File: src/shared/rxld_pkg.sv
package rxld_pkg;

	// ----------------------------------------
	// Word assembly
	// ----------------------------------------
	localparam int unsigned WORD_W = 4;
	localparam logic [1:0] BIT_LAST = 2'h3;
	localparam logic [1:0] BIT_FIRST = 2'h0;
	localparam logic [1:0] BIT_SECOND = 2'h1;

	// ----------------------------------------
	// Timing and thresholds
	// ----------------------------------------
	localparam int unsigned CLK_HZ = 20_000_000;
	localparam int unsigned PPM_SCALE = 1_000_000;
	localparam int unsigned OOL_PPM = 732;
	localparam int unsigned LOCK_PPM = 240;
	localparam int unsigned WANDER_PPM = 1000;
	localparam int unsigned WINDOW_EDGES = 8192;
	localparam int unsigned CNT_W = 16;
	localparam int unsigned REF_LOSS_NS = 3200;
	// Longest quiet gap on the reference, rounded down to whole cycles
	localparam int unsigned REF_LOSS_CYC = (REF_LOSS_NS * (CLK_HZ / 1_000_000)) / 1000;
	localparam logic [7:0] LOS_HYST = 8'h08;
	localparam logic [7:0] REF_LOSS_RST = 8'h00;
	localparam logic [CNT_W-1:0] CNT_RST = 16'h0000;
	localparam logic [WORD_W-1:0] WORD_RST = 4'h0;

	// ----------------------------------------
	// Types
	// ----------------------------------------
	typedef enum logic [1:0] {
		RXLD_NO_REF,
		RXLD_ACQUIRE,
		RXLD_LOCKED
	} rxld_lock_t;

	typedef struct packed {
		logic reference_clock_in;
		logic tx_word_clock_in;
		logic ref_source_select;
	} rxld_ref_t;

	typedef struct packed {
		logic done;
		logic [CNT_W-1:0] diff;
	} rxld_meas_t;

	// Deviation in counts over the window for a given ppm figure
	function automatic logic [CNT_W-1:0] rxld_ppm_count(input int unsigned win,
		input int unsigned ppm);
		return CNT_W'((win * ppm) / PPM_SCALE);
	endfunction

endpackage

File: src/core/rxld_core.sv
`timescale 1ns/10ps
`default_nettype none

module rxld_core #(
	parameter int unsigned WINDOW = rxld_pkg::WINDOW_EDGES
) (
	input wire logic clk,
	input wire logic rst_b,
	input wire logic ce,
	input wire logic rx_serial_in,
	input wire logic rx_bit_order_select,
	input wire rxld_pkg::rxld_ref_t refs,
	input wire logic lock_to_ref_n,
	input wire logic [7:0] rx_amplitude,
	input wire logic [7:0] absence_threshold_in,
	input wire logic absence_detect_off,
	output logic [rxld_pkg::WORD_W-1:0] rx_parallel_out,
	output logic rx_word_clock_primary,
	output logic rx_word_clock_secondary,
	output logic rx_lock_lost_n,
	output logic signal_absent_n,
	output logic cdr_reacquire,
	output logic cdr_track_ref
);
	import rxld_pkg::*;

	// ----------------------------------------
	// Thresholds in counts per window
	// ----------------------------------------
	localparam logic [CNT_W-1:0] OOL_CNT = rxld_ppm_count(WINDOW, OOL_PPM);
	localparam logic [CNT_W-1:0] LOCK_CNT = rxld_ppm_count(WINDOW, LOCK_PPM);
	localparam logic [CNT_W-1:0] WANDER_CNT = rxld_ppm_count(WINDOW, WANDER_PPM);

	// ----------------------------------------
	// Reference selection and validity
	// ----------------------------------------
	logic ref_prev;
	logic [7:0] ref_quiet;
	logic ref_valid;
	wire logic ref_level = refs.ref_source_select ? refs.reference_clock_in :
		refs.tx_word_clock_in;
	wire logic ref_rise = ref_level && !ref_prev;
	wire logic ref_timeout = (ref_quiet == 8'(REF_LOSS_CYC - 1));
	wire logic next_ref_valid = ref_rise || (ref_valid && !ref_timeout);

	always_ff @(posedge clk or negedge rst_b) begin
		if (!rst_b) begin
			ref_prev <= 1'b0;
			ref_quiet <= REF_LOSS_RST;
			ref_valid <= 1'b0;
		end else if (ce) begin
			ref_prev <= ref_level;
			ref_quiet <= (ref_rise || ref_timeout) ? REF_LOSS_RST : ref_quiet + 8'h01;
			ref_valid <= next_ref_valid;
		end
	end

	// ----------------------------------------
	// Deserializer
	// ----------------------------------------
	logic [1:0] bit_cnt;
	logic [WORD_W-1:0] asm_word;
	logic [1:0] sec_div;
	wire logic ltr_active = !lock_to_ref_n;
	wire logic word_wrap = (bit_cnt == BIT_LAST);
	wire logic [1:0] bit_pos = rx_bit_order_select ? (BIT_LAST - bit_cnt) : bit_cnt;
	wire logic [WORD_W-1:0] bit_mask = WORD_W'(1) << bit_pos;
	wire logic [WORD_W-1:0] next_asm = rx_serial_in ? (asm_word | bit_mask) :
		(asm_word & ~bit_mask);
	wire logic [1:0] next_bit_cnt = bit_cnt + 2'h1;
	// Word tick is the divided recovered clock; in reference mode it follows the reference
	wire logic word_tick = ltr_active ? ref_rise : word_wrap;
	// High over the first two bits of a word; the first word after reset gets no edge
	wire logic next_primary = ltr_active ? ref_level :
		(word_wrap || ((next_bit_cnt == BIT_SECOND) && rx_word_clock_primary));

	always_ff @(posedge clk or negedge rst_b) begin
		if (!rst_b) begin
			bit_cnt <= BIT_FIRST;
			asm_word <= WORD_RST;
			rx_parallel_out <= WORD_RST;
		end else if (ce) begin
			bit_cnt <= next_bit_cnt;
			asm_word <= word_wrap ? WORD_RST : next_asm;
			if (word_wrap) begin
				rx_parallel_out <= next_asm;
			end
		end
	end

	// Secondary clock is a quarter of the primary word clock
	always_ff @(posedge clk or negedge rst_b) begin
		if (!rst_b) begin
			sec_div <= 2'h0;
			rx_word_clock_primary <= 1'b0;
			rx_word_clock_secondary <= 1'b0;
		end else if (ce) begin
			sec_div <= sec_div + 2'(word_tick);
			rx_word_clock_primary <= next_primary;
			rx_word_clock_secondary <= sec_div[1];
		end
	end

	// ----------------------------------------
	// Frequency measurement
	// ----------------------------------------
	rxld_meas_t meas;

	rxld_freq_meter #(
		.WINDOW(WINDOW)
	) u_meter (
		.clk(clk),
		.rst_b(rst_b),
		.ce(ce),
		.restart(!ref_valid),
		.ref_tick(ref_rise),
		.word_tick(word_tick),
		.meas(meas)
	);

	// ----------------------------------------
	// Lock state
	// ----------------------------------------
	rxld_lock_t state;
	rxld_lock_t next_state;
	wire logic meas_ool = meas.done && (meas.diff > OOL_CNT);
	wire logic meas_in = meas.done && (meas.diff <= LOCK_CNT);
	// Beyond the wander band the loop is far off; it still reads as plain out-of-lock
	wire logic meas_wild = meas.done && (meas.diff > WANDER_CNT);

	always_comb begin
		next_state = state;
		if (!ref_valid) begin
			next_state = RXLD_NO_REF;
		end else begin
			unique case (state)
				RXLD_NO_REF: begin
					next_state = RXLD_ACQUIRE;
				end
				RXLD_ACQUIRE: begin
					if (meas_in) begin
						next_state = RXLD_LOCKED;
					end
				end
				RXLD_LOCKED: begin
					if (meas_ool || meas_wild) begin
						next_state = RXLD_ACQUIRE;
					end
				end
				default: begin
					next_state = RXLD_NO_REF;
				end
			endcase
		end
	end

	// ----------------------------------------
	// Signal absence with hysteresis
	// ----------------------------------------
	logic los_active;
	wire logic [8:0] clear_level = {1'b0, absence_threshold_in} + {1'b0, LOS_HYST};
	wire logic amp_low = rx_amplitude < absence_threshold_in;
	wire logic amp_clear = {1'b0, rx_amplitude} >= clear_level;
	wire logic next_los = absence_detect_off ? 1'b0 :
		(los_active ? !amp_clear : amp_low);
	// Absence only forces the flag when reference mode is off
	wire logic next_lol = (next_state != RXLD_LOCKED) ||
		(next_los && lock_to_ref_n);

	always_ff @(posedge clk or negedge rst_b) begin
		if (!rst_b) begin
			state <= RXLD_NO_REF;
			los_active <= 1'b0;
			rx_lock_lost_n <= 1'b0;
			signal_absent_n <= 1'b1;
			cdr_reacquire <= 1'b0;
			cdr_track_ref <= 1'b0;
		end else if (ce) begin
			state <= next_state;
			los_active <= next_los;
			rx_lock_lost_n <= !next_lol;
			signal_absent_n <= !next_los;
			cdr_reacquire <= (next_state != RXLD_LOCKED) && lock_to_ref_n;
			cdr_track_ref <= ltr_active;
		end
	end

	// ----------------------------------------
	// Checks
	// ----------------------------------------
	a_order_ascending: assert property (@(posedge clk) disable iff (!rst_b)
		(ce && word_wrap && !rx_bit_order_select) |=> rx_parallel_out[3] == $past(rx_serial_in))
		else $error("last bit not on bit 3 in ascending order");

	a_order_descending: assert property (@(posedge clk) disable iff (!rst_b)
		(ce && word_wrap && rx_bit_order_select) |=> rx_parallel_out[0] == $past(rx_serial_in))
		else $error("last bit not on bit 0 in descending order");

	a_word_clock_align: assert property (@(posedge clk) disable iff (!rst_b)
		(ce && $past(ce) && word_wrap && lock_to_ref_n && $past(lock_to_ref_n))
		|=> $rose(rx_word_clock_primary))
		else $error("word clock did not rise with new word");

	a_lol_no_ref: assert property (@(posedge clk) disable iff (!rst_b)
		(ce && !ref_valid) |=> !rx_lock_lost_n ##0 state == RXLD_NO_REF)
		else $error("lock flag clear without reference");

	a_lol_on_absence: assert property (@(posedge clk) disable iff (!rst_b)
		(ce && next_los && lock_to_ref_n) |=> !rx_lock_lost_n && !signal_absent_n)
		else $error("absence did not force lock flag");

	a_ool_unlock: assert property (@(posedge clk) disable iff (!rst_b)
		(ce && state == RXLD_LOCKED && meas_ool) |=> state != RXLD_LOCKED && !rx_lock_lost_n)
		else $error("out-of-lock window did not unlock");

	a_lol_holds: assert property (@(posedge clk) disable iff (!rst_b)
		(ce && state != RXLD_LOCKED && !meas_in) |=> state != RXLD_LOCKED)
		else $error("locked without a lock-in window");

	a_absence_off: assert property (@(posedge clk) disable iff (!rst_b)
		(ce && absence_detect_off) |=> signal_absent_n && !los_active)
		else $error("absence output active while detection off");

	a_ref_mode_track: assert property (@(posedge clk) disable iff (!rst_b)
		(ce && !lock_to_ref_n) |=> cdr_track_ref && !cdr_reacquire)
		else $error("reference mode not followed");

	a_absence_hyst: assert property (@(posedge clk) disable iff (!rst_b)
		(ce && los_active && !absence_detect_off && !amp_clear) |=> los_active)
		else $error("absence cleared inside hysteresis band");

	a_ltr_clock_follows: assert property (@(posedge clk) disable iff (!rst_b)
		(ce && !lock_to_ref_n) |=> rx_word_clock_primary == $past(ref_level))
		else $error("primary clock not following reference");

endmodule

`default_nettype wire

File: src/core/rxld_freq_meter.sv
`timescale 1ns/10ps
`default_nettype none

module rxld_freq_meter #(
	parameter int unsigned WINDOW = rxld_pkg::WINDOW_EDGES
) (
	input wire logic clk,
	input wire logic rst_b,
	input wire logic ce,
	input wire logic restart,
	input wire logic ref_tick,
	input wire logic word_tick,
	output rxld_pkg::rxld_meas_t meas
);
	import rxld_pkg::*;

	// ----------------------------------------
	// Window counters
	// ----------------------------------------
	logic [CNT_W-1:0] ref_cnt;
	logic [CNT_W-1:0] word_cnt;
	wire logic win_end = ref_tick && (ref_cnt == CNT_W'(WINDOW - 1));
	wire logic [CNT_W-1:0] word_total = word_cnt + CNT_W'(word_tick);
	wire logic word_sat = (word_cnt == {CNT_W{1'b1}});
	wire logic [CNT_W-1:0] expected = CNT_W'(WINDOW);
	// Magnitude of the count error; both sides are unsigned
	wire logic [CNT_W-1:0] next_diff = (word_total >= expected) ?
		(word_total - expected) : (expected - word_total);

	// Window is timed by the reference, the recovered side is counted in it
	always_ff @(posedge clk or negedge rst_b) begin
		if (!rst_b) begin
			ref_cnt <= CNT_RST;
			word_cnt <= CNT_RST;
			meas <= '0;
		end else if (ce) begin
			meas.done <= win_end && !restart;
			if (restart || win_end) begin
				ref_cnt <= CNT_RST;
				word_cnt <= CNT_RST;
				meas.diff <= restart ? meas.diff : next_diff;
			end else begin
				ref_cnt <= ref_cnt + CNT_W'(ref_tick);
				word_cnt <= word_sat ? word_cnt : word_total;
			end
		end
	end

endmodule

`default_nettype wire

File: config.mk
export PLATFORM = sky130hd
export DESIGN_NAME = rxld_core
export DESIGN_NICKNAME = d
export VERILOG_FILES = /design/src/shared/rxld_pkg.sv /design/src/core/rxld_core.sv /design/src/core/rxld_freq_meter.sv
export SDC_FILE = /design/constraint.sdc
export NUM_CORES = 1
export LEC_CHECK = 0
export ABC_AREA = 1
export BUFFER_PORTS_ARGS = -buffer_cell sky130_fd_sc_hd__buf_2
export CORE_MARGIN = 2
export CORE_UTILIZATION = 55
export CTS_CLUSTER_DIAMETER = 60
export CTS_CLUSTER_SIZE = 20
export DETAILED_ROUTE_END_ITERATION = 7
export PLACE_DENSITY = 0.7
export SETUP_SLACK_MARGIN = 0.5
export SLEW_MARGIN = 15
export SYNTH_ARGS = -nofsm -noshare
export SYNTH_HDL_FRONTEND = slang
export SYNTH_SLANG_ARGS = --single-unit
export TNS_END_PERCENT = 30
File: constraint.sdc
create_clock -name clk -period 5 [get_ports clk]
set_clock_uncertainty 0.2 [all_clocks]
set_input_delay 1 -clock clk [delete_from_list [all_inputs] [get_ports clk]]
set_output_delay 1 -clock clk [all_outputs]
set_load 0.01 [all_outputs]
---- Word-level counts from Yosys, hierarchy flattened ----
Index checks and enable logic that the tools add are counted.
word-level totals
  word-level logic and storage cells ...... 91
  input bits .............................. 26
  flip-flop bits (word level) ............. 80
  output and inout port bits .............. 10
operators by class
  bitwise gates (word level) .............. 3
  add/subtract/negate cells ............... 9
  shifts and indexed selects .............. 1
  reductions and logical operators ........ 27
  equal/unequal tests ..................... 9
  muxes and demuxes ....................... 17
  order comparisons ....................... 6
operators with widths
  kind                      number
  $mux W16                  4
  $add A16 B1 Y16           2
  $eq A16 B13 Y1 const B    1
  $eq A16 B16 Y1 const B    1
  $ge A16 B14 Y1 const B    1
  $gt A16 B3 Y1 const B     1
  $gt A16 B4 Y1 const B     1
  $le A16 B1 Y1 const B     1
  $sub A14 B16 Y16 const A  1
  $sub A16 B14 Y16 const B  1
  $logic_and A1 B1 Y1       10
  $add A8 B4 Y9 const B     1
  $ge A8 B9 Y1              1
  $add A8 B1 Y8 const B     1
  $eq A8 B6 Y1 const B      1
  $lt A8 B8 Y1              1
  $mux W2                   4
  $mux W4                   2
  $mux W8                   1
  $logic_not A1 Y1          7
  $logic_or A1 B1 Y1        6
  $pmux W2 S3               1
  $mux W1                   5
  $and A4 B4 Y4             1
  other kinds (12)          16

---- Longest topological paths before layout ----
Gate-level depths: netlist of run 1.
  word-level depth ........................ 9
  mapped depth ............................ 22
  gate-level depth less buffers ........... 22

---- Hierarchy ----
From an unflattened synthesis of run 1, not the netlist that was laid out.
unflattened totals
  cell total of the unflattened synthesis .. 689
  area total of the unflattened synthesis .. 5173.7 um^2
by module, submodules not included
  module           cells an instance  seq. area each (um^2)  area an instance (um^2)  instances
  rxld_freq_meter  437                1226.2                 3168.0                   1
  rxld_core        252                777.0                  2005.7                   1

---- Worst setup path before layout of run 1 ----
Ideal clock, no wire load.
  path type ............................... input -> register
  start point ............................. input port refs[1] (netlist name)
  end point ............................... register, netlist name u_meter.meas[12]
  stages .................................. 19
  arrival ................................. 2.987 ns
  required time ........................... 4.683 ns
  slack ................................... 1.696 ns
  setup time .............................. 0.117 ns
  cell sequence ........................... inv_1 -> o21ai_1 -> nand2_1 -> inv_2 -> nor2_1 -> a21oi_1 -> ha_1 -> ha_1 -> inv_1 -> ha_1 -> nand2_1 -> nor2_2 -> nand3_1 -> nor2_2 -> nand3_1 -> nand2_1 -> nand2_1 -> nand3_1 -> nand2_1
between the ends
  longest elaborated chain between the ends .. 6
  elaborated cells on any way between the ends .. 11
  those cells by class .................... add/sub: 3; order compare: 1; mux: 3; reduce/logical: 4
ends and longest elaborated chain
  what                                      RTL line               text
  start, declared                           rxld_core.sv:12        input wire rxld_pkg::rxld_ref_t refs,
  $mux W1 (*)                               rxld_core.sv:40        wire logic ref_level = refs.ref_source_select ? refs.reference_clock_in :
  $logic_and A1 B1 Y1 (*)                   rxld_core.sv:42        wire logic ref_rise = ref_level && !ref_prev;
  $mux W1                                   rxld_core.sv:72        wire logic word_tick = ltr_active ? ref_rise : word_wrap;
  $add A16 B1 Y16                           rxld_freq_meter.sv:23  wire logic [CNT_W-1:0] word_total = word_cnt + CNT_W'(word_tick);
  $sub A14 B16 Y16 (tied with other cells)  rxld_freq_meter.sv:28  (word_total - expected) : (expected - word_total);
  $mux W16                                  rxld_freq_meter.sv:27  wire logic [CNT_W-1:0] next_diff = (word_total >= expected) ?
Every way passes the cells marked *; elsewhere a longest branch is shown, timed or not.
A chain may end at the register's enable or synchronous reset.

---- Worst setup path after layout of run 1 ----
  start point ............................. input port refs[0] (netlist name)
  end point ............................... register, netlist name u_meter.meas[12]
between the ends
  longest elaborated chain between the ends .. 6
  elaborated cells on any way between the ends .. 11
  those cells by class .................... add/sub: 3; order compare: 1; mux: 3; reduce/logical: 4
ends and longest elaborated chain
  what                                      RTL line
  $mux W1 (*)                               rxld_core.sv:40
  $logic_and A1 B1 Y1 (*)                   rxld_core.sv:42
  $mux W1                                   rxld_core.sv:72
  $add A16 B1 Y16                           rxld_freq_meter.sv:23
  $sub A14 B16 Y16 (tied with other cells)  rxld_freq_meter.sv:28
  $mux W16                                  rxld_freq_meter.sv:27
Marked as above.

==> results of run 1 <==
[per-layer routing]
layer  vias to the layer above  global-route usage, %
met4                         0                   8.22
met1                      2114                   31.3
met3                        25                   4.78
met2                        82                   38.9
met5                         -                      0
li1                       2300                      -
[final cells by class]
type / instances / area, um^2
multi-input cells: 508 / 2630
fillers: 820 / 3290
clock buffers: 9 / 124
inverters: 91 / 342
clock inverters: 7 / 80.1
repair buffers: 36 / 185
flip-flops and latches: 79 / 1980
well taps: 108 / 135
[worst max-delay path by stage]
| stage | cells past startpoint | start | to | slack, ps |
|---|---|---|---|---|
| floorplan | 19 | refs[1] | u_meter.meas[12] | 1700 |
| global placement | 19 | refs[0] | u_meter.meas[12] | 1360 |
| detailed placement | 19 | refs[0] | u_meter.meas[2] | 1280 |
| CTS | 19 | refs[0] | u_meter.meas[12] | 1670 |
| global route | 21 | refs[0] | u_meter.meas[15] | 1200 |
| finish | 19 | refs[0] | u_meter.meas[12] | 1650 |
[worst max-delay path, delay by kind of cell]
family          cells  cell delay [ps]
simple gates       11             1090
fa+ha+maj           3              680
compound gates      2              330
buf+inv             3              290
[cell families (layout without fill, tap and decap cells)]
logic type | count (synthesis) | count (layout) | synth area share (%)
flops | 79 | 79 | 39.5
compound gates | 79 | 79 | 8.97
buf+inv | 104 | 143 | 8.24
fa+ha+maj | 26 | 26 | 6.49
simple gates | 386 | 386 | 33.8
xor+xnor | 17 | 17 | 2.97
[sequential cells by signal (all words and copies together) (netlist names)]
register,count
signal_absent_n,1
u_meter.word_cnt,16
cdr_reacquire,1
asm_word,4
ref_prev,1
rx_lock_lost_n,1
los_active,1
rx_parallel_out,4
state,2
cdr_track_ref,1
sec_div,2
u_meter.meas,16
rx_word_clock_secondary,1
rx_word_clock_primary,1
ref_valid,1
ref_quiet,8
u_meter.ref_cnt,16
bit_cnt,2
[placed cells by master, fill, tap and decap left out, drive strengths merged]
| cell type | instances |
|---|---|
| nand2 | 213 |
| inv | 93 |
| dfrtp | 78 |
| nor2 | 71 |
| nand3 | 59 |
| o21ai | 37 |
| buf | 36 |
| ha | 26 |
| a21oi | 20 |
| nand4 | 18 |
| nor3 | 15 |
| xor2 | 12 |
| clkbuf | 9 |
| o22ai | 6 |
| xnor2 | 5 |
| a31oi | 5 |
| o21bai | 3 |
| nor3b | 3 |
| a32o | 3 |
| clkinv | 3 |
| nor4 | 2 |
| and2 | 2 |
| nand3b | 2 |
| o21a | 2 |
| o31ai | 1 |
| a21o | 1 |
| a21boi | 1 |
| and3 | 1 |
| bufinv | 1 |
| clkinvlp | 1 |
| dfstp | 1 |
[power breakdown]
group          internal, mW  switching, mW  total [mW]  leakage (nW)
sequential            0.735         0.0813       0.817          1.05
combinational         0.227          0.365       0.592          1.66
clock                 0.237          0.256       0.493         0.102
[synthesized netlist by cell type, types with 6 or more instances]
| library cell | n |
|---|---|
| nand4_1 | 18 |
| o21ai_1 | 6 |
| inv_1 | 86 |
| nand2_1 | 209 |
| ha_1 | 26 |
| a21oi_1 | 20 |
| nor2_1 | 62 |
| dfrtp_1 | 78 |
| nor3_1 | 15 |
| xor2_1 | 12 |
| buf_2 | 6 |
| o21ai_0 | 31 |
| o22ai_1 | 6 |
| nand3_1 | 56 |
==> results.ini, run 1 <==
[finish]
final_util_pct = 62.4
syn_to_final_growth_pct = 9.22
num_antenna_cells = 0
design_area_um2 = 5470
stdcell_count = 838
drive_gt1_share_pct = 10.3
nNetsFinal = 777

[power_and_ir_drop]
p_leak_nw = 2.81
irDropWorstVdd_mv = 0.258
p_per_area_nw_per_um2 = 348
power_mw = 1.90

[worst_setup_path]
r2r-end = u_meter.meas[12]
slowest_stage = ha_1
path_max_fanout = 5
cp_common_cell = nand2_1
worstSetupPathType = input port to flip-flop
cp_data_arrival_time_ps = 3390
worstSetupStartpointType = input port
regToRegStartpoint = bit_cnt[0]
rrSetupSlack_ps = 2030
end_kind = flip-flop
r2r_cells = 16
cp.required_ps = 5040
max_stage_delay_ps = 260
crit_chain = buf_2 -> o21ai_1 -> nand2_1 -> inv_2 -> nor2_1 -> a21oi_1 -> ha_1 -> ha_1 -> inv_1 -> ha_1 -> nand2_1 -> nor2_2 -> nand3_1 -> nor2_2 -> nand3_1 -> nand2_1 -> nand2_1 -> nand3_1 -> nand2_1

[yosys]
ys_top_cells_by_area = dfrtp_1, nand2_1, ha_1
synth_edf_count = 0
synth_top_area_share_pct = 39.0
synth_area_leader_cell = dfrtp_1
syn_nets = 743
yosys_register_bits = 79
synthFlopType = dfrtp_1
ys_seq_area_share_pct = 39.5
netlist_instances = 691
avgSynthCellArea_um2 = 7.25
yosysUniqueCellTypes = 36
synth.cell_area_um2 = 5010
ys_async_sr_fraction_pct = 100
ys_warn_count = 0

[placed_design]
placed_area_um2 = 5270
io_buffers = 35
place_congestion = 0.863
dp_cells = 822
hpwl_um = 8090
pre_cts_ws_ps = 1280

[clock_network]
clk_path_buf_depth = 2
root_buffer = clkbuf_8
cts_inserted_buffers = 9
cts_hold_buf = 0
clock_sinks = 79
cts_resized = 0
post_cts_buffers = 0
cts_tree = done
clock_latency_ps = 350
htree_levels = 3
clk_pin_slew_ps = 80

[sta]
rsz0062_at_grt = no
finalHoldViolCount = 0
fin_tns_setup_ps = 0
fmax_ghz = 0.299
worst_slack_ps = 1650
drv_slew = 0
relSlewSlack_pct = 30.1
timing.hold.ws_ps = 278
setup_viol = 0
finalCritPeriodShare_pct = 66.9
max_slew.worst_pin.slew_ps = 1050
fin_crit_ps = 3350

[worst_hold_path]
holdCritStartpoint = signal_absent_n
min_path_cells = 2
worstHoldEndpoint = signal_absent_n
hp-class = flip-flop to flip-flop

[die]
rows = 34
die_w_um = 99.4
boundaryPins = 36
fp.coreArea_um2 = 8760
initial_core_util_pct = 57.2
die_y_um = 99.4
die_area_um2 = 9890

[route]
wl_um = 10900
antenna_left = 0
wl_met1_um = 5240
via_per_inst = 5.39
num_vias = 4521
highest_layer = met4
drt-initial-drc-count = 159
met3_wirelength_um = 389
dr_wl_met2_um = 5010
drc = 0
post_drt_wl_per_cell_um = 13.0
firstDrtPassIters = 4

[run]
drv_cap = 0

[global_routing]
grt_start_max_net_pins = 80
grt_overflow_total = 0
grt_pass1_vias = 4460
grt_pass1_wl_um = 19300
antenna_found_initial = 0
grt_usage_pct = 23.7

[run_status]
status = completed

(Power assumes the default switching activity.)
==> run 2: changes to the inputs <==
ABC_AREA = 0   (was 1)
PLACE_DENSITY = 0.73   (was 0.7)
clock period = 2.8 ns   (was 5 ns; I/O delays follow)
==> results.ini, run 2 <==
[sta]
timing.hold.ws_ps = 277
fin_crit_ps = 2960
max_slew.worst_pin.slew_ps = 487
finalHoldViolCount = 0
drv_slew = 0
relSlewSlack_pct = 66.7
worst_slack_ps = -164
finalCritPeriodShare_pct = 106
fmax_ghz = 0.337
rsz0062_at_grt = yes
setup_viol = 13

[yosys]
ys_async_sr_fraction_pct = 100
synth_area_leader_cell = dfrtp_1
yosys_register_bits = 79
yosys.area_share.simple_pct = 22.5
synth_top_family_by_area = simple AND/OR/NAND/NOR gates
synthFlopType = dfrtp_1
synth_edf_count = 0
avgSynthCellArea_um2 = 8.95
synth_common_cells = dfrtp_1, nand2_1, nor2_1, inv_1, o21ai_0
yosysUniqueCellTypes = 64
syn_nets = 620
ys_top_cells_by_area = dfrtp_1, ha_1, nand2_1
synth_compound_area_share_pct = 16.4
synth_xor_area_share_pct = 7.07
ys_warn_count = 0
synth.area.mux_share_pct = 3.23
netlist_instances = 568
synth.cell_area_um2 = 5080
synth_fa_ha_area_share_pct = 6.40
ys_seq_area_share_pct = 38.9
synth_top_area_share_pct = 38.4
synth_most_common_cell = dfrtp_1

[finish]
design_area_um2 = 7030
top_regs = u_meter.meas (16), u_meter.ref_cnt (16), u_meter.word_cnt (16)
nNetsFinal = 741
most-common-layout-cells = buf_4, dfrtp_1, nand2_1
num_antenna_cells = 0
drive_gt1_share_pct = 37.2
final_common_cell = buf_4
syn_to_final_growth_pct = 38.4
fillers = 539

[worst_setup_path]
worstSetupPathType = input port to flip-flop
path_max_fanout = 6
end_kind = flip-flop
cp.required_ps = 2850
worstSetupStartpointType = input port
cp_data_arrival_time_ps = 3010

[clock_network]
clk_pin_slew_ps = 90
clock_latency_ps = 360
cts_inserted_buffers = 9
clock_sinks = 79
cts_tree = done
htree_levels = 3
clk_path_buf_depth = 2
root_buffer = clkbuf_8

[die]
initial_core_util_pct = 55.8
fp.coreArea_um2 = 9110
rows = 35
die_w_um = 100
die_y_um = 100
die_area_um2 = 10000
boundaryPins = 36

[run_status]
violations = setup timing
status = finished with violations

[route]
drc = 0
num_vias = 4974
drt-initial-drc-count = 360
wl_um = 15100
via_per_inst = 6.18
antenna_left = 0
post_drt_wl_per_cell_um = 18.7
firstDrtPassIters = 5

[power_and_ir_drop]
power_mw = 4.28
p_per_area_nw_per_um2 = 609
p_leak_nw = 3.29
irDropWorstVdd_mv = 0.335

[placed_design]
io_buffers = 35
placed_area_um2 = 5950
place_congestion = 0.942
pre_cts_ws_ps = -565
hpwl_um = 9210

[run]
drv_cap = 0

[global_routing]
antenna_found_initial = 0
grt_pass1_vias = 4761
grt_pass1_wl_um = 22800
grt_start_max_net_pins = 45
grt_overflow_total = 0
grt_usage_pct = 28.4

[worst_hold_path]
hp-class = flip-flop to flip-flop

-- run 2: kinds of logic after synthesis --
kind of cell,after synthesis
fa+ha+maj,26
compound gates,126
buf+inv,65
xor+xnor,41
simple gates,215
flops,79
mux,16
-- run 2: cell type report --
cell class	instances	area [um^2]	share of cell area (%)
multi-input cells	424	3480	49.6
flip-flops and latches	79	1980	28.2
repair buffers	139	1080	15.4
well taps	111	139	1.98
clock buffers	10	138	1.96
inverters	36	138	1.96
clock inverters	6	67.6	0.961
-- run 2: power breakdown --
group	switching (mW)	internal (mW)	total, mW	leakage (nW)
logic	0.929	0.945	1.87	2.15
clock network	0.463	0.440	0.903	0.0989
registers	0.181	1.32	1.50	1.04
total	1.57	2.71	4.28	3.29
-- run 2: timing repair --
item / in CTS / in global routing
resized for setup: 69 / 67
hold buffers: 1 / 0
setup buffers: 16 / 14
pin swaps: 33 / 33
hold endpoints to repair: 35 / 0
endpoints found under the setup margin: 43 / 48
-- run 2: path summary, 6_finish.rpt --
kind / startpoint / end / slack [ps] / depth (start not counted)
worst max-delay path: refs[0] / u_meter.meas[4] / -160 / 14
worst min-delay path: sec_div[1] / sec_div[1] / 280 / 1
worst max register to register: bit_cnt[1] / u_meter.meas[15] / -130 / 12
worst min register to register: sec_div[1] / sec_div[1] / 280 / 1
max in group asynchronous: rst_b / signal_absent_n / 1250 / 3
min in group asynchronous: rst_b / rx_parallel_out[1] / 490 / 2
-- run 2: worst max-delay path, cell delays in order --
cell and delay (ps):
buf_6 100, mux2i_4 170, or2_4 240, o21ai_4 160, ha_4 200, ha_4 190
buf_4 130, xor2_1 300, buf_4 190, or2_4 130, nor2_4 40, a211oi_4 200
xnor2_1 120, mux2_4 270
-- run 2: metrics by stage --
| step | instances | setup TNS (ps) | utilization, % |
|---|---|---|---|
| final | 805 | -1090 | 77.2 |
| after CTS | 791 | -8.70 | 72.6 |
| after global placement | 758 | -6530 | 65.4 |
| after floorplan | 568 | -3580 | - |
| after detailed placement | 758 | -7620 | 65.4 |
| after global routing | 805 | -2110 | 77.2 |
-- run 2: layer usage --
layer  global-route usage, %  part of all wire (%)  up-vias
met4                    9.69                   2.8        0
met1                    39.3                    43     2447
met2                    46.5                    49      211
met3                    3.76                   5.4       49
li1                        -                     -     2267
met5                       0                     0        -
==> run 3: changes to the inputs <==
SYNTH_HIERARCHICAL = 1   (was unset)
==> results.ini, run 3 <==
[global_routing]
grt-busiest-layer = met2
met2_usage_pct = 43.5
grt_usage_pct = 24.8
grt_pass1_vias = 4211
grt_start_max_net_pins = 47
antenna_found_initial = 0
use_met3_pct = 5.15
use_met1_pct = 31.7
grt_pass1_wl_um = 19700
grt_overflow_total = 0

[die]
rows = 34
initial_core_util_pct = 56.0
boundaryPins = 36
die_w_um = 97.8
die_area_um2 = 9560
fp.coreArea_um2 = 8640
die_y_um = 97.8

[worst_setup_path]
timing.critical_path.buf_inv = 1
rrSetupSlack_ps = 7
path_depth = 13
cpLargestDelayFamily = adder cells
crit_chain = ha_4 -> nand2_4 -> o31ai_4 -> ha_4 -> ha_4 -> inv_4 -> ha_4 -> nor4b_4 -> a41o_1 -> nor2b_4 -> a41oi_4 -> xor2_1 -> o21ai_1
worstSetupPathType = flip-flop to flip-flop
r2r-end = u_meter/meas[12]
cp_common_cell = ha_4
cp_data_arrival_time_ps = 2830
path_max_fanout = 4
cp.required_ps = 2830
max_stage_delay_ps = 430
slowest_stage = dfrtp_1
regToRegStartpoint = bit_cnt[0]
end_kind = flip-flop
r2r_cells = 13
worstSetupStartpointType = flip-flop

[placed_design]
hpwl_um = 7900
place_congestion = 0.978
dp_cells = 695
io_buffers = 35

[clock_network]
clk_path_buf_depth = 2
cts_tree = done
htree_levels = 3
clock_sinks = 79
clock_latency_ps = 360
clk_pin_slew_ps = 100
root_buffer = clkbuf_8
cts_inserted_buffers = 9

[power_and_ir_drop]
power.share.clock_pct = 22.0
comb_power_share_pct = 41.9
irDropWorstVdd_mv = 0.279
p_leak_nw = 2.85
sequentialPowerShare_pct = 36.1
intPower_mw = 2.64
power.switching_mw = 1.46
swShare_pct = 35.7
p_per_area_nw_per_um2 = 647
power_mw = 4.10

[sta]
relSlewSlack_pct = 59.9
drv_slew = 0
finalHoldViolCount = 0
max_slew.worst_pin.slew_ps = 602
fmax_ghz = 0.358
fin_crit_ps = 2790
rsz0062_at_grt = yes
finalCritPeriodShare_pct = 99.7
setup_viol = 0

[yosys]
ys_warn_count = 6
syn_nets = 575
synth.cell_area_um2 = 4840
netlist_instances = 524
avgSynthCellArea_um2 = 9.23

[finish]
drive_gt1_share_pct = 31.3
final_common_cell = dfrtp_1
syn_to_final_growth_pct = 31.0
top_regs = u_meter/meas (16), u_meter/ref_cnt (16), u_meter/word_cnt (16)
nNetsFinal = 662
final_util_pct = 73.4
stdcell_count = 724
most-common-layout-cells = dfrtp_1, nand2_1, buf_4
num_antenna_cells = 0

[route]
antenna_left = 0
drc = 0
via_per_inst = 5.88
firstDrtPassIters = 5
post_drt_wl_per_cell_um = 16.9
drt-initial-drc-count = 204
num_vias = 4259
wl_um = 12200

[run_status]
status = completed

[worst_hold_path]
hp-class = input port to asynchronous set/reset pin

[run]
drv_cap = 0

## run 3: stage by stage
step                hold WS (ps)  setup TNS [ps]  worst slack [ps]  instance area [um^2]
floorplan                   64.4           -2360              -235                  4930
global placement             255           -6440              -439                  5500
detailed placement           260           -7810              -518                  5500
CTS                         20.5               0               107                  5970
global route                47.6            -247              -112                  6330
finish                      1.46               0              7.16                  6330
## run 3: area by class of cell
type | instances | area [um^2]
Sequential cell | 79 | 1980
Tap cell | 108 | 135
Clock buffer | 9 | 124
Multi-Input combinational cell | 396 | 3150
Timing Repair Buffer | 98 | 761
Fill cell | 576 | 2300
Inverter | 27 | 104
Clock inverter | 7 | 80.1
## run 3: power groups by stage
stage	logic [mW]	registers (mW)	clock network [mW]
final	1.72	1.48	0.902
after global routing	1.87	1.50	0.963
after CTS	1.50	1.46	0.907
after detailed placement	1.32	1.47	0
after global placement	1.28	1.46	0
after floorplan	0.919	1.46	0
## run 3: metal layers
layer  up-vias  wire [um]
met1      2084       5210
met4         0        209
met3        26        531
li1       2026          -
met2       123       6270
met5         -          0
## run 3: worst max path at each step
stage	start	end	slack, ps
floorplan	refs[0]	u_meter/meas[9]	-230
global placement	refs[0]	u_meter/meas[12]	-440
detailed placement	refs[0]	u_meter/meas[12]	-520
CTS	bit_cnt[1]	u_meter/meas[12]	110
global route	bit_cnt[0]	u_meter/meas[12]	-110
finish	bit_cnt[0]	u_meter/meas[12]	7
## run 3: timing repair
item / 4_1_cts / 5_1_grt
endpoints found under the setup margin: 35 / 46
cloned: 1 / 0
setup buffers: 6 / 6
hold buffers: 0 / 0
resized for setup: 35 / 64
pin swaps: 19 / 33
## run 3: worst reg2reg max path: stages, from the launching register on
cell and delay [ps]:
dfrtp_1 430, ha_4 190, nand2_4 60, o31ai_4 80, ha_4 190, ha_4 280, inv_4 40, ha_4 150
nor4b_4 120, a41o_1 260, nor2b_4 170, a41oi_4 230, xor2_1 170, o21ai_1 100
